**src/gpib_evt_defs.svh**
```systemverilog
// Register codes, field positions, auxiliary codes and reset values
`ifndef GPIB_EVT_DEFS_SVH
`define GPIB_EVT_DEFS_SVH

// Register select codes on the three select pins
`define RS_DATA         3'h0
`define RS_STAT1        3'h1
`define RS_STAT2        3'h2
`define RS_POLL         3'h3
`define RS_ADDR         3'h4
`define RS_PASS         3'h5
`define RS_TERM         3'h7

// First status and mask register bit positions
`define S1_BYTE_IN      0
`define S1_BYTE_OUT     1
`define S1_BUS_ERR      2
`define S1_CLEAR        3
`define S1_END          4
`define S1_TRIGGER      5
`define S1_SEC_CHECK    6
`define S1_UNDEF_CMD    7

// Second status register bit positions
`define S2_ADDR_CHG     0
`define S2_REM_CHG      1
`define S2_LOCK_CHG     2
`define S2_POLL_DONE    3
`define S2_LOCKOUT      4
`define S2_REMOTE       5
`define S2_POLL_ACT     6
`define S2_INT          7

// Second mask register transfer enables
`define M2_IN_XFER      4
`define M2_OUT_XFER     5

// Service request bit of the poll byte
`define POLL_RSV        6

// Auxiliary mode register codes
`define AUX_SEC_REJECT  8'h07
`define AUX_SEC_ACCEPT  8'h0f
`define AUX_PFX_A       3'h4
`define AUX_PFX_B       3'h5
`define AUXA_END_TERM   2
`define AUXB_PASS       0

// Reset values
`define RST_BYTE        8'h00
`define RST_MODE        2'h1

`endif

```
**src/gpib_evt_pkg.sv**
```systemverilog
// Types shared by the talker/listener event logic
package gpib_evt_pkg;

  typedef enum logic [1:0] {
    MODE_NONE = 2'h0,
    MODE_ONE  = 2'h1,
    MODE_TWO  = 2'h2,
    MODE_THREE = 2'h3
  } addr_mode_t;

  typedef struct packed {
    logic       cs_n;
    logic       rd_n;
    logic       wr_n;
    logic [2:0] rs;
  } host_bus_t;

  typedef struct packed {
    logic lids;
    logic tids;
    logic major_minor_select;
    logic locs;
    logic rems;
    logic lwls;
    logic rwls;
    logic spas;
    logic lacs;
    logic tacs;
    logic lads;
    logic tads;
    logic tpas;
    logic lpas;
  } iface_state_t;

endpackage

```
**src/gpib_talker_listener_events.sv**
```systemverilog
// Event flags, interrupt, transfer request, serial poll and pass-through logic
//
// Contract
// - With only byte-in and out-transfer enabled, pins reflect just those bytes.
// - Set bus error when talking with nba, TACS, DAC and RFD all true.
// - Set clear flag on entering device clear; interface functions untouched.
// - As listener set end flag on EOI, or terminator match when enabled.
// - Trigger message while listen addressed sets flag and pulses fire pin.
// - Secondary check flag only in mode 3; mode 2 automatic, mode 1 ignores.
// - With pass-through enabled flag undefined commands and following secondaries.
// - Addressed commands are ignored while not addressed.
// - Pass-through register reads live data lines; handshake held until read.
// - Low three bits of second status flag address, remote, lockout changes.
// - Bits 4 to 6 of second status are readable state, never interrupts.
// - Poll-done set once on leaving SPAS after a polled service request.
// - Bit 7 of second status equals interrupt pin, copied in address status.
// - Second mask bits 4 and 5 enable request pin on byte in and out.
// - Request pin cleared by data register access, not by status read.
// - Events during a blocked enabled bit are held, moved in if read zero.
// - Poll byte goes out when polled; its bit 6 asserts service request.
// - After the controller reads the byte, request clears and poll-done raises.
// - Polled without request returns last byte, bit 6 clear, no request line.
// - Poll readback shows the byte; bit 6 follows the request line.
// - Mode 3 unknown secondary flags check, sits in pass-through; host rejects.
// - Flags set directly while no enabled flag is up or on that status register's read, else held; masks gate the interrupt and request pins.
`include "gpib_evt_defs.svh"
module gpib_talker_listener_events
  import gpib_evt_pkg::*;
(
  input  wire logic         clk_sys_i,
  input  wire logic         rst_i,
  input  wire host_bus_t    host_i,
  input  wire logic [7:0]   d_i,
  output logic      [7:0]   d_o,
  output logic              d_oe_o,
  input  wire iface_state_t st_i,
  input  wire logic [7:0]   dio_i,
  input  wire logic         eoi_i,
  input  wire logic         atn_i,
  input  wire logic         byte_accept_i,
  input  wire logic         out_ready_i,
  input  wire logic         nba_i,
  input  wire logic         dac_i,
  input  wire logic         rfd_i,
  input  wire logic         dcas_i,
  input  wire logic         trigger_cmd_i,
  input  wire logic         addressed_cmd_i,
  input  wire logic         undef_cmd_i,
  input  wire logic         primary_cmd_i,
  input  wire logic         sec_cmd_i,
  input  wire logic         sec_match_i,
  input  wire logic         poll_read_i,
  output logic              int_o,
  output logic              transfer_request_pin_o,
  output logic              device_fire_pin_o,
  output logic              srq_o,
  output logic      [7:0]   poll_byte_o,
  output logic              ah_holdoff_o,
  output logic              sec_accept_o,
  output logic              sec_reject_o,
  output logic      [7:0]   data_out_o,
  output logic              data_out_load_o
);

  // Host access edges
  logic       rd_prev_r;
  logic       wr_prev_r;
  logic       rd_act;
  logic       wr_act;
  logic       rd_start;
  logic       wr_start;
  logic [2:0] sel;

  assign rd_act   = !host_i.cs_n && !host_i.rd_n;
  assign wr_act   = !host_i.cs_n && !host_i.wr_n && host_i.rd_n;
  assign rd_start = rd_act && !rd_prev_r;
  assign wr_start = wr_act && !wr_prev_r;
  assign sel      = host_i.rs;
  assign d_oe_o   = rd_act;

  // Configuration and data registers
  logic [7:0] mask1_r;
  logic [7:0] mask1_nxt;
  logic [7:0] mask2_r;
  logic [7:0] mask2_nxt;
  logic [7:0] poll_r;
  logic [7:0] poll_nxt;
  addr_mode_t mode_r;
  addr_mode_t mode_nxt;
  logic [4:0] aux_a_r;
  logic [4:0] aux_a_nxt;
  logic [4:0] aux_b_r;
  logic [4:0] aux_b_nxt;
  logic [7:0] term_r;
  logic [7:0] term_nxt;
  logic [7:0] din_r;
  logic [7:0] din_nxt;
  logic [7:0] dout_r;
  logic [7:0] dout_nxt;
  logic       dout_load_r;
  logic       dout_load_nxt;

  // Event tracking state
  logic       out_prev_r;
  logic       err_prev_r;
  logic       dcas_prev_r;
  logic       spas_prev_r;
  logic       after_undef_r;
  logic       after_undef_nxt;
  logic       poll_seen_r;
  logic       poll_seen_nxt;
  logic       in_live_r;
  logic       in_live_nxt;
  logic       out_live_r;
  logic       out_live_nxt;
  logic       hold_r;
  logic       hold_nxt;
  logic       fire_r;
  logic       accept_r;
  logic       reject_r;
  logic [6:0] chg_prev_r;
  logic [7:0] dout_q_r;
  logic [7:0] d_nxt;

  logic [7:0] ev1;
  logic [3:0] ev2;
  logic [7:0] clr1;
  logic [7:0] stat1;
  logic [3:0] stat2_low;
  logic [7:0] stat2;
  logic       err_cond;
  logic       cmd_ok;
  logic       term_hit;
  logic       poll_exit;
  logic [6:0] chg_now;

  assign err_cond  = nba_i && st_i.tacs && dac_i && rfd_i;
  assign cmd_ok    = !addressed_cmd_i || st_i.lads || st_i.tads;
  assign term_hit  = aux_a_r[`AUXA_END_TERM] && (dio_i == term_r);
  assign poll_exit = spas_prev_r && !st_i.spas;
  assign chg_now   = {st_i.lids, st_i.tids, st_i.major_minor_select,
                      st_i.locs, st_i.rems, st_i.lwls, st_i.rwls};

  always_comb begin
    ev1 = '0;
    ev1[`S1_BYTE_IN]   = byte_accept_i && st_i.lacs;
    ev1[`S1_BYTE_OUT]  = out_ready_i && !out_prev_r;
    ev1[`S1_BUS_ERR]   = err_cond && !err_prev_r;
    ev1[`S1_CLEAR]     = dcas_i && !dcas_prev_r;
    ev1[`S1_END]       = byte_accept_i && st_i.lacs && (eoi_i || term_hit);
    ev1[`S1_TRIGGER]   = trigger_cmd_i && st_i.lads;
    // Mode 2 matches secondaries upstream, mode 1 never sees them
    ev1[`S1_SEC_CHECK] = (mode_r == MODE_THREE) && (st_i.tpas || st_i.lpas)
                         && sec_cmd_i && !sec_match_i;
    ev1[`S1_UNDEF_CMD] = aux_b_r[`AUXB_PASS] && cmd_ok
                         && (undef_cmd_i || (sec_cmd_i && after_undef_r));
  end

  always_comb begin
    ev2 = '0;
    ev2[`S2_ADDR_CHG]  = chg_now[6:4] != chg_prev_r[6:4];
    ev2[`S2_REM_CHG]   = chg_now[3:2] != chg_prev_r[3:2];
    ev2[`S2_LOCK_CHG]  = chg_now[1:0] != chg_prev_r[1:0];
    ev2[`S2_POLL_DONE] = poll_exit && poll_seen_r;
  end

  always_comb begin
    clr1 = '0;
    clr1[`S1_BYTE_IN]  = rd_start && (sel == `RS_DATA);
    clr1[`S1_BYTE_OUT] = (wr_start && (sel == `RS_DATA)) || atn_i || !st_i.tacs;
  end

  status_hold #(.W(8)) u_stat1 (
    .clk_sys_i (clk_sys_i),
    .rst_i     (rst_i),
    .ev_i      (ev1),
    .mask_i    (mask1_r),
    .rd_i      (rd_start && (sel == `RS_STAT1)),
    .clr_i     (clr1),
    .stat_o    (stat1)
  );

  status_hold #(.W(4)) u_stat2 (
    .clk_sys_i (clk_sys_i),
    .rst_i     (rst_i),
    .ev_i      (ev2),
    .mask_i    (mask2_r[3:0]),
    .rd_i      (rd_start && (sel == `RS_STAT2)),
    .clr_i     (4'h0),
    .stat_o    (stat2_low)
  );

  // Masks gate the pin and block status updates; second status bits above 3 never reach it
  assign int_o = |(stat1 & mask1_r) || |(stat2_low & mask2_r[3:0]);
  assign stat2 = {int_o, st_i.spas, st_i.rems, st_i.rwls, stat2_low};

  // Request pin survives status reads; data register access drops it, ATN or leaving TACS drops only the out-transfer part
  assign transfer_request_pin_o = (in_live_r && mask2_r[`M2_IN_XFER])
                                || (out_live_r && mask2_r[`M2_OUT_XFER]);

  assign srq_o             = poll_r[`POLL_RSV];
  assign poll_byte_o       = poll_r;
  assign ah_holdoff_o      = hold_r;
  assign device_fire_pin_o = fire_r;
  assign sec_accept_o      = accept_r;
  assign sec_reject_o      = reject_r;
  assign data_out_o        = dout_r;
  assign data_out_load_o   = dout_load_r;
  assign d_o               = dout_q_r;

  always_comb begin
    mask1_nxt       = mask1_r;
    mask2_nxt       = mask2_r;
    poll_nxt        = poll_r;
    mode_nxt        = mode_r;
    aux_a_nxt       = aux_a_r;
    aux_b_nxt       = aux_b_r;
    term_nxt        = term_r;
    din_nxt         = din_r;
    dout_nxt        = dout_r;
    dout_load_nxt   = 1'b0;
    after_undef_nxt = after_undef_r;
    poll_seen_nxt   = poll_seen_r;
    in_live_nxt     = in_live_r;
    out_live_nxt    = out_live_r;
    hold_nxt        = hold_r;
    d_nxt           = dout_q_r;

    if (byte_accept_i && st_i.lacs) begin
      din_nxt = dio_i;
    end
    if (undef_cmd_i && cmd_ok) begin
      after_undef_nxt = 1'b1;
    end else if (primary_cmd_i) begin
      after_undef_nxt = 1'b0;
    end

    // Service request is cleared on leaving SPAS once the byte was read there
    if (st_i.spas && poll_read_i && poll_r[`POLL_RSV]) begin
      poll_seen_nxt = 1'b1;
    end
    if (poll_exit && poll_seen_r) begin
      poll_nxt[`POLL_RSV] = 1'b0;
      poll_seen_nxt       = 1'b0;
    end else if (poll_exit) begin
      poll_seen_nxt = 1'b0;
    end

    if (rd_start && (sel == `RS_DATA)) begin
      in_live_nxt = 1'b0;
    end
    if ((wr_start && (sel == `RS_DATA)) || atn_i || !st_i.tacs) begin
      out_live_nxt = 1'b0;
    end
    if (rd_start && (sel == `RS_PASS)) begin
      hold_nxt = 1'b0;
    end
    if (ev1[`S1_BYTE_IN]) begin
      in_live_nxt = 1'b1;
    end
    if (ev1[`S1_BYTE_OUT]) begin
      out_live_nxt = 1'b1;
    end
    if (ev1[`S1_UNDEF_CMD] || ev1[`S1_SEC_CHECK]) begin
      hold_nxt = 1'b1;
    end

    if (wr_start) begin
      case (sel)
        `RS_DATA: begin
          dout_nxt      = d_i;
          dout_load_nxt = 1'b1;
        end
        `RS_STAT1: mask1_nxt = d_i;
        `RS_STAT2: mask2_nxt = d_i;
        `RS_POLL:  poll_nxt  = d_i;
        `RS_ADDR:  mode_nxt  = addr_mode_t'(d_i[1:0]);
        `RS_PASS: begin
          if (d_i[7:5] == `AUX_PFX_A) begin
            aux_a_nxt = d_i[4:0];
          end else if (d_i[7:5] == `AUX_PFX_B) begin
            aux_b_nxt = d_i[4:0];
          end
        end
        `RS_TERM:  term_nxt  = d_i;
        default:   dout_load_nxt = 1'b0;
      endcase
    end

    // Read value is frozen at the start so the clear cannot disturb it
    if (rd_start) begin
      case (sel)
        `RS_DATA:  d_nxt = din_r;
        `RS_STAT1: d_nxt = stat1;
        `RS_STAT2: d_nxt = stat2;
        `RS_POLL:  d_nxt = poll_r;
        `RS_ADDR:  d_nxt = {int_o, 5'h00, st_i.tads, st_i.lads};
        `RS_PASS:  d_nxt = dio_i;
        `RS_TERM:  d_nxt = term_r;
        default:   d_nxt = `RST_BYTE;
      endcase
    end
  end

  always_ff @(posedge clk_sys_i) begin
    if (rst_i) begin
      mask1_r       <= `RST_BYTE;
      mask2_r       <= `RST_BYTE;
      poll_r        <= `RST_BYTE;
      mode_r        <= addr_mode_t'(`RST_MODE);
      aux_a_r       <= 5'h00;
      aux_b_r       <= 5'h00;
      term_r        <= `RST_BYTE;
      din_r         <= `RST_BYTE;
      dout_r        <= `RST_BYTE;
      dout_load_r   <= 1'b0;
      after_undef_r <= 1'b0;
      poll_seen_r   <= 1'b0;
      in_live_r     <= 1'b0;
      out_live_r    <= 1'b0;
      hold_r        <= 1'b0;
      fire_r        <= 1'b0;
      accept_r      <= 1'b0;
      reject_r      <= 1'b0;
      rd_prev_r     <= 1'b0;
      wr_prev_r     <= 1'b0;
      out_prev_r    <= 1'b0;
      err_prev_r    <= 1'b0;
      dcas_prev_r   <= 1'b0;
      spas_prev_r   <= 1'b0;
      chg_prev_r    <= 7'h00;
      dout_q_r      <= `RST_BYTE;
    end else begin
      mask1_r       <= mask1_nxt;
      mask2_r       <= mask2_nxt;
      poll_r        <= poll_nxt;
      mode_r        <= mode_nxt;
      aux_a_r       <= aux_a_nxt;
      aux_b_r       <= aux_b_nxt;
      term_r        <= term_nxt;
      din_r         <= din_nxt;
      dout_r        <= dout_nxt;
      dout_load_r   <= dout_load_nxt;
      after_undef_r <= after_undef_nxt;
      poll_seen_r   <= poll_seen_nxt;
      in_live_r     <= in_live_nxt;
      out_live_r    <= out_live_nxt;
      hold_r        <= hold_nxt;
      fire_r        <= ev1[`S1_TRIGGER];
      accept_r      <= wr_start && (sel == `RS_PASS) && (d_i == `AUX_SEC_ACCEPT);
      reject_r      <= wr_start && (sel == `RS_PASS) && (d_i == `AUX_SEC_REJECT);
      rd_prev_r     <= rd_act;
      wr_prev_r     <= wr_act;
      out_prev_r    <= out_ready_i;
      err_prev_r    <= err_cond;
      dcas_prev_r   <= dcas_i;
      spas_prev_r   <= st_i.spas;
      chg_prev_r    <= chg_now;
      dout_q_r      <= d_nxt;
    end
  end

endmodule

```
**src/status_hold.sv**
```systemverilog
// Sticky status register with a temporary store for events arriving while blocked
`include "gpib_evt_defs.svh"
module status_hold #(
  parameter int W = 8
) (
  input  wire logic         clk_sys_i,
  input  wire logic         rst_i,
  input  wire logic [W-1:0] ev_i,
  input  wire logic [W-1:0] mask_i,
  input  wire logic         rd_i,
  input  wire logic [W-1:0] clr_i,
  output logic      [W-1:0] stat_o
);

  logic [W-1:0] stat_r;
  logic [W-1:0] stat_nxt;
  logic [W-1:0] tmp_r;
  logic [W-1:0] tmp_nxt;
  logic         blocked;

  assign blocked = |(stat_r & mask_i);
  assign stat_o  = stat_r;

  always_comb begin
    stat_nxt = stat_r;
    tmp_nxt  = tmp_r;
    if (rd_i) begin
      // Held events move in only where the bit was read as zero
      stat_nxt = tmp_r & ~stat_r;
      tmp_nxt  = '0;
    end else if (!blocked) begin
      stat_nxt = stat_r | tmp_r;
      tmp_nxt  = '0;
    end
    stat_nxt = stat_nxt & ~clr_i;
    tmp_nxt  = tmp_nxt & ~clr_i;
    // A new event wins over any clear in the same cycle
    if (blocked && !rd_i) begin
      tmp_nxt = tmp_nxt | ev_i;
    end else begin
      stat_nxt = stat_nxt | ev_i;
    end
  end

  always_ff @(posedge clk_sys_i) begin
    if (rst_i) begin
      stat_r <= '0;
      tmp_r  <= '0;
    end else begin
      stat_r <= stat_nxt;
      tmp_r  <= tmp_nxt;
    end
  end

endmodule
```
**config.mk**
```make
export PLATFORM = sky130hd
export DESIGN_NAME = gpib_talker_listener_events
export DESIGN_NICKNAME = d
export VERILOG_FILES = /design/src/gpib_evt_pkg.sv /design/src/gpib_talker_listener_events.sv /design/src/status_hold.sv
export VERILOG_INCLUDE_DIRS = /design/src
export SDC_FILE = /design/constraint.sdc
export NUM_CORES = 1
export LEC_CHECK = 0
export ABC_AREA = 1
export BUFFER_PORTS_ARGS = -buffer_cell sky130_fd_sc_hd__buf_2
export CAP_MARGIN = 20
export CORE_MARGIN = 5
export CORE_UTILIZATION = 55
export DETAILED_ROUTE_END_ITERATION = 10
export GPL_TIMING_DRIVEN = 0
export PLACE_DENSITY = 0.8
export SYNTH_ARGS = -nofsm -noshare
export SYNTH_HDL_FRONTEND = slang
export SYNTH_SLANG_ARGS = --single-unit
```
**constraint.sdc**
```tcl
create_clock -name clk_sys_i -period 1.5 [get_ports clk_sys_i]
set_input_delay 0 -clock clk_sys_i [delete_from_list [all_inputs] [get_ports clk_sys_i]]
set_output_delay 0 -clock clk_sys_i [all_outputs]
set_load 0.01 [all_outputs]
```
==> run summary <==
The flow ran to the end, and the final reports show no timing, DRC or antenna violations. The largest fanout on the critical path is 8. The worst-case setup margin in the final layout is 42.6 ps. The routed wirelength normalized by instance count came out at 15.9 um. The total internal power came out at 3880 uW. From synthesis to final layout, the design area changed by 25.4%. The cell count of the worst reg-to-reg path is 8. The total global-route track usage is 0.271.

The post-synthesis xor/xnor area fraction is 0.0139. The number of clock sinks came out at 104. The worst slack at placement is 29.6 ps. The global-route wire length before repair came out at 21.1 mm. In this run the register-to-register setup slack is 150 ps.

The number of antenna diodes in the final layout is 0. The via count of the first global-routing pass was 4353. The fraction of power spent switching nets is 0.255. In this run the worst hold path is classified as in -> reg. The capture point of the worst reg-to-reg path is u_stat1.tmp_r[6]. The adder-cell share of the synthesized area came out at 0. The power density normalized to cell area is 944 nW/um^2. After floorplanning, the core was divided into 32 placement rows. Summing all non-filler instances in the final layout gives an area of 5520 um^2.

The residual overflow from global routing is 0. The register bit count reported by yosys came out at 104. Of the total power, the clock network draws 0.336. The number of top-level design ports came out at 86.

The final period demand of the worst path is 1460 ps. The share of synthesized cell area in and, or, nand and nor gates came out at 0.243. The initial antenna violation count came out at 0. The worst setup path is captured at a flip-flop.

The global-route met3 utilization is 0.0379. The sequential standard cell area came out at 2080 um^2. The worst ir drop on vdd is 0.000564 V. The max-capacitance violation count is 0. The placer's final routability congestion estimate is 0.965.

The post-synthesis instance total is 603. The pre-antenna-repair detailed-routing pass consisted of 5 iterations. The routed design has 13.3 mm of wire.

The via-per-instance ratio came out at 5.36. The number of warning messages in the yosys log came out at 0. The worst-case headroom to the max-slew limit is 0.608. The final max-slew violation count is 0. The final count of hold timing violations is 0. In this run the critical register-to-register path is launched from u_stat1.stat_o[1]. The number of nets produced by synthesis came out at 656. The combinational family with the most area after synthesis is simple AND/OR/NAND/NOR gates.

In this run the remaining antenna-violating nets after routing total 0. Buffers inserted during clock tree synthesis total 9. Summing all multi-input logic gate instances after layout gives 1960 um^2. The fraction of final layout cells sized beyond drive strength 1 came out at 0.187.

The post-CTS repair timing setup buffer count is 0. Along the worst hold path, the cell count comes to 3. The floorplan step set the die height to 99.5 um. The achievable frequency is 686 MHz.

The number of filler instances in the final layout came out at 679. The die outline width came out at 99.5 um. The post-detailed-placement half-perimeter wirelength came out at 9.64 mm. The count of cell types in the netlist came out at 36.

Of the total power, registers draw 0.555. In the final design database the tool counted 785 nets. The initial DRC count is 311. The initial utilization of the core area, before any placement, comes to 0.567.

The analysis attributes to cell leakage a power of 0.00251 uW. The data required time of the critical path is 1750 ps. TritonCTS built the clock tree. For this run, global-route usage on met1 was measured as 0.349.

The mean instance size in the synthesized netlist came out at 7.30 um^2. The summed instance area of the synthesized netlist came out at 4400 um^2. The latest clock arrival within the worst-skew pair came out at 370 ps.

Port buffering added 83 buffers. The worst-margin pin slew came out at 588 ps. For the worst setup path, the data arrival time is 1710 ps. The clock-pin slew reported for the worst setup and hold paths after clock tree synthesis came out at 90 ps. The worst hold path begins at d_i[5]. Setup violations remaining at the end of the flow were counted as 0. The worst setup path is launched from an input pin. The area of the die is 9890 um^2. The met2 usage is 0.462. The worst setup path is of the in -> reg kind. For this block, the via count after detailed routing is 4493.

Summing all placed instances gives a cell area of 4940 um^2. The worst hold path terminates at aux_b_r[0]. The combinational share of power came out at 0.109. The number of DRC violations after detailed routing came out at 0. Clock tree synthesis selected as its root buffer the cell sky130_fd_sc_hd__clkbuf_8. The area of the core is 7770 um^2.

The compound-cell area share of the yosys netlist came to 0.184. The most congested layer reported by global routing is met2. The multiplexer share of the synthesized area is 0. The H-tree depth is 3. The maximum clock insertion buffer count came out at 2.

Of the available clock period, the critical path in the final layout requires 0.972. The total net switching power is 1330 uW. The pin count of the biggest net entering global routing came out at 17.

For the final database, setup skew stands at 12.9 ps. The share of the Yosys chip area taken by registers is 0.473.
[flip-flops by register name (all words and copies together) (netlist names), 2 cells and up]
register	cells
d_o	8
chg_prev_r	7
din_r	8
u_stat2.tmp_r	4
u_stat1.tmp_r	8
u_stat1.stat_o	8
mask1_r	8
data_out_o	8
u_stat2.stat_o	4
poll_byte_o	8
mode_r	2
mask2_r	6
term_r	8
[placed cells by master (no fill, tap or decap), types with 10 or more instances in the layout]
cell                            count
sky130_fd_sc_hd__o21ai_1           13
sky130_fd_sc_hd__buf_2             85
sky130_fd_sc_hd__dlygate4sd3_1     35
sky130_fd_sc_hd__o21ai_0           51
sky130_fd_sc_hd__inv_2             10
sky130_fd_sc_hd__dfxtp_1          102
sky130_fd_sc_hd__clkbuf_8          10
sky130_fd_sc_hd__nand2_1          105
sky130_fd_sc_hd__nor2_1            93
sky130_fd_sc_hd__clkbuf_1          12
sky130_fd_sc_hd__a21oi_1           65
sky130_fd_sc_hd__nand3_1           18
sky130_fd_sc_hd__inv_1             67
[power groups by stage]
stage / clock, uW / combinational (uW) / sequential [uW]
after CTS: 1760 / 556 / 2890
final: 1750 / 569 / 2890
after floorplan: 0 / 272 / 2940
after global routing: 1900 / 622 / 2900
after global placement: 0 / 472 / 2950
after detailed placement: 0 / 485 / 2950
[metrics by stage]
step                      TNS (ps)   util  instances  hold slack (ps)  total power [uW]
after floorplan                  0      -        603             42.9              3210
after global placement           0  0.637        788              210              3420
after detailed placement         0  0.637        788              228              3440
after CTS                    -6.88  0.707        839           0.0591              5200
after global routing         -70.3  0.711        839            0.231              5420
final                            0  0.711        839             9.65              5210
[worst max-delay path, cell delays in order]
cell and delay, ps:
sky130_fd_sc_hd__dlygate4sd3_1 560, sky130_fd_sc_hd__buf_2 170, sky130_fd_sc_hd__nor2_4 140, sky130_fd_sc_hd__nand3b_4 180, sky130_fd_sc_hd__nor2_2 300, sky130_fd_sc_hd__inv_1 170, sky130_fd_sc_hd__nor2_1 130, sky130_fd_sc_hd__nor2_1 60
[kinds of logic after synthesis]
kind of cell,count (synthesis)
AOI/OAI and AO/OA,151
xor gates and xnor gates,7
DFF,104
and+or+nand+nor,245
buffers and inverters,96
[what timing repair did]
action,in CTS,in global routing
endpoints found under the setup margin,1,29
hold buffers,35,0
pin swaps,0,1
resized for setup,0,10
endpoints found under the hold margin,42,0
[cell usage after synthesis]
cell	instances	area share
sky130_fd_sc_hd__a21oi_2	2	0.0040
sky130_fd_sc_hd__o211ai_1	2	0.0034
sky130_fd_sc_hd__nor2_1	95	0.081
sky130_fd_sc_hd__nor3_2	1	0.0023
sky130_fd_sc_hd__buf_4	1	0.0017
sky130_fd_sc_hd__nand2_1	106	0.090
sky130_fd_sc_hd__a21oi_1	66	0.075
sky130_fd_sc_hd__a31oi_1	4	0.0057
sky130_fd_sc_hd__o21ai_0	51	0.058
sky130_fd_sc_hd__buf_6	1	0.0026
sky130_fd_sc_hd__dfxtp_1	104	0.47
sky130_fd_sc_hd__nor2_2	3	0.0043
sky130_fd_sc_hd__or2_2	1	0.0014
sky130_fd_sc_hd__nand3_2	4	0.0091
sky130_fd_sc_hd__nor3b_1	1	0.0017
sky130_fd_sc_hd__nor4_1	1	0.0014
sky130_fd_sc_hd__clkbuf_1	11	0.0094
sky130_fd_sc_hd__nand2_8	2	0.0091
sky130_fd_sc_hd__a22o_1	1	0.0020
sky130_fd_sc_hd__nand2_2	2	0.0028
sky130_fd_sc_hd__a22oi_1	2	0.0034
sky130_fd_sc_hd__a211oi_1	1	0.0017
sky130_fd_sc_hd__o221ai_1	5	0.0099
sky130_fd_sc_hd__buf_1	1	0.00085
sky130_fd_sc_hd__nand4_1	7	0.0099
sky130_fd_sc_hd__nor2_4	1	0.0026
sky130_fd_sc_hd__inv_4	1	0.0014
sky130_fd_sc_hd__nand3_1	18	0.020
sky130_fd_sc_hd__o22ai_1	4	0.0057
sky130_fd_sc_hd__xnor2_1	7	0.014
sky130_fd_sc_hd__buf_2	4	0.0045
sky130_fd_sc_hd__inv_1	67	0.057
sky130_fd_sc_hd__inv_2	10	0.0085
sky130_fd_sc_hd__nor3_1	2	0.0023
sky130_fd_sc_hd__nand3b_4	1	0.0045
sky130_fd_sc_hd__o21ai_1	13	0.015
[area by class of cell]
cell class | instances | share of cell area
multi-input combinational | 403 | 0.355
sequential | 104 | 0.378
tap | 102 | 0.0231
clock inverter | 5 | 0.0102
timing repair buffer | 118 | 0.139
clock buffer | 11 | 0.0256
buffer | 18 | 0.0161
inverter | 78 | 0.0535
[routing by layer]
layer / vias to the layer above / share of wire
met5: - / 0
met4: 0 / 0.024
met3: 28 / 0.065
met2: 173 / 0.49
met1: 2083 / 0.42
li1: 2209 / -
[worst max-delay path by stage]
stage / start / to / slack, ps / depth (start not counted)
6_report: host_i[5] / mask2_r[4] / 40 / 8
4_1_cts: u_stat1.stat_o[3] / u_stat1.stat_o[4] / -7 / 10
3_5_place_dp: u_stat1.stat_o[2] / u_stat1.stat_o[4] / 30 / 10
2_1_floorplan: u_stat1.stat_o[3] / u_stat1.stat_o[4] / 270 / 10
5_1_grt: host_i[5] / mask1_r[6] / -20 / 8
3_3_place_gp: u_stat1.stat_o[1] / u_stat1.stat_o[4] / 50 / 10
Note: power is estimated with default switching activity, not from simulation.
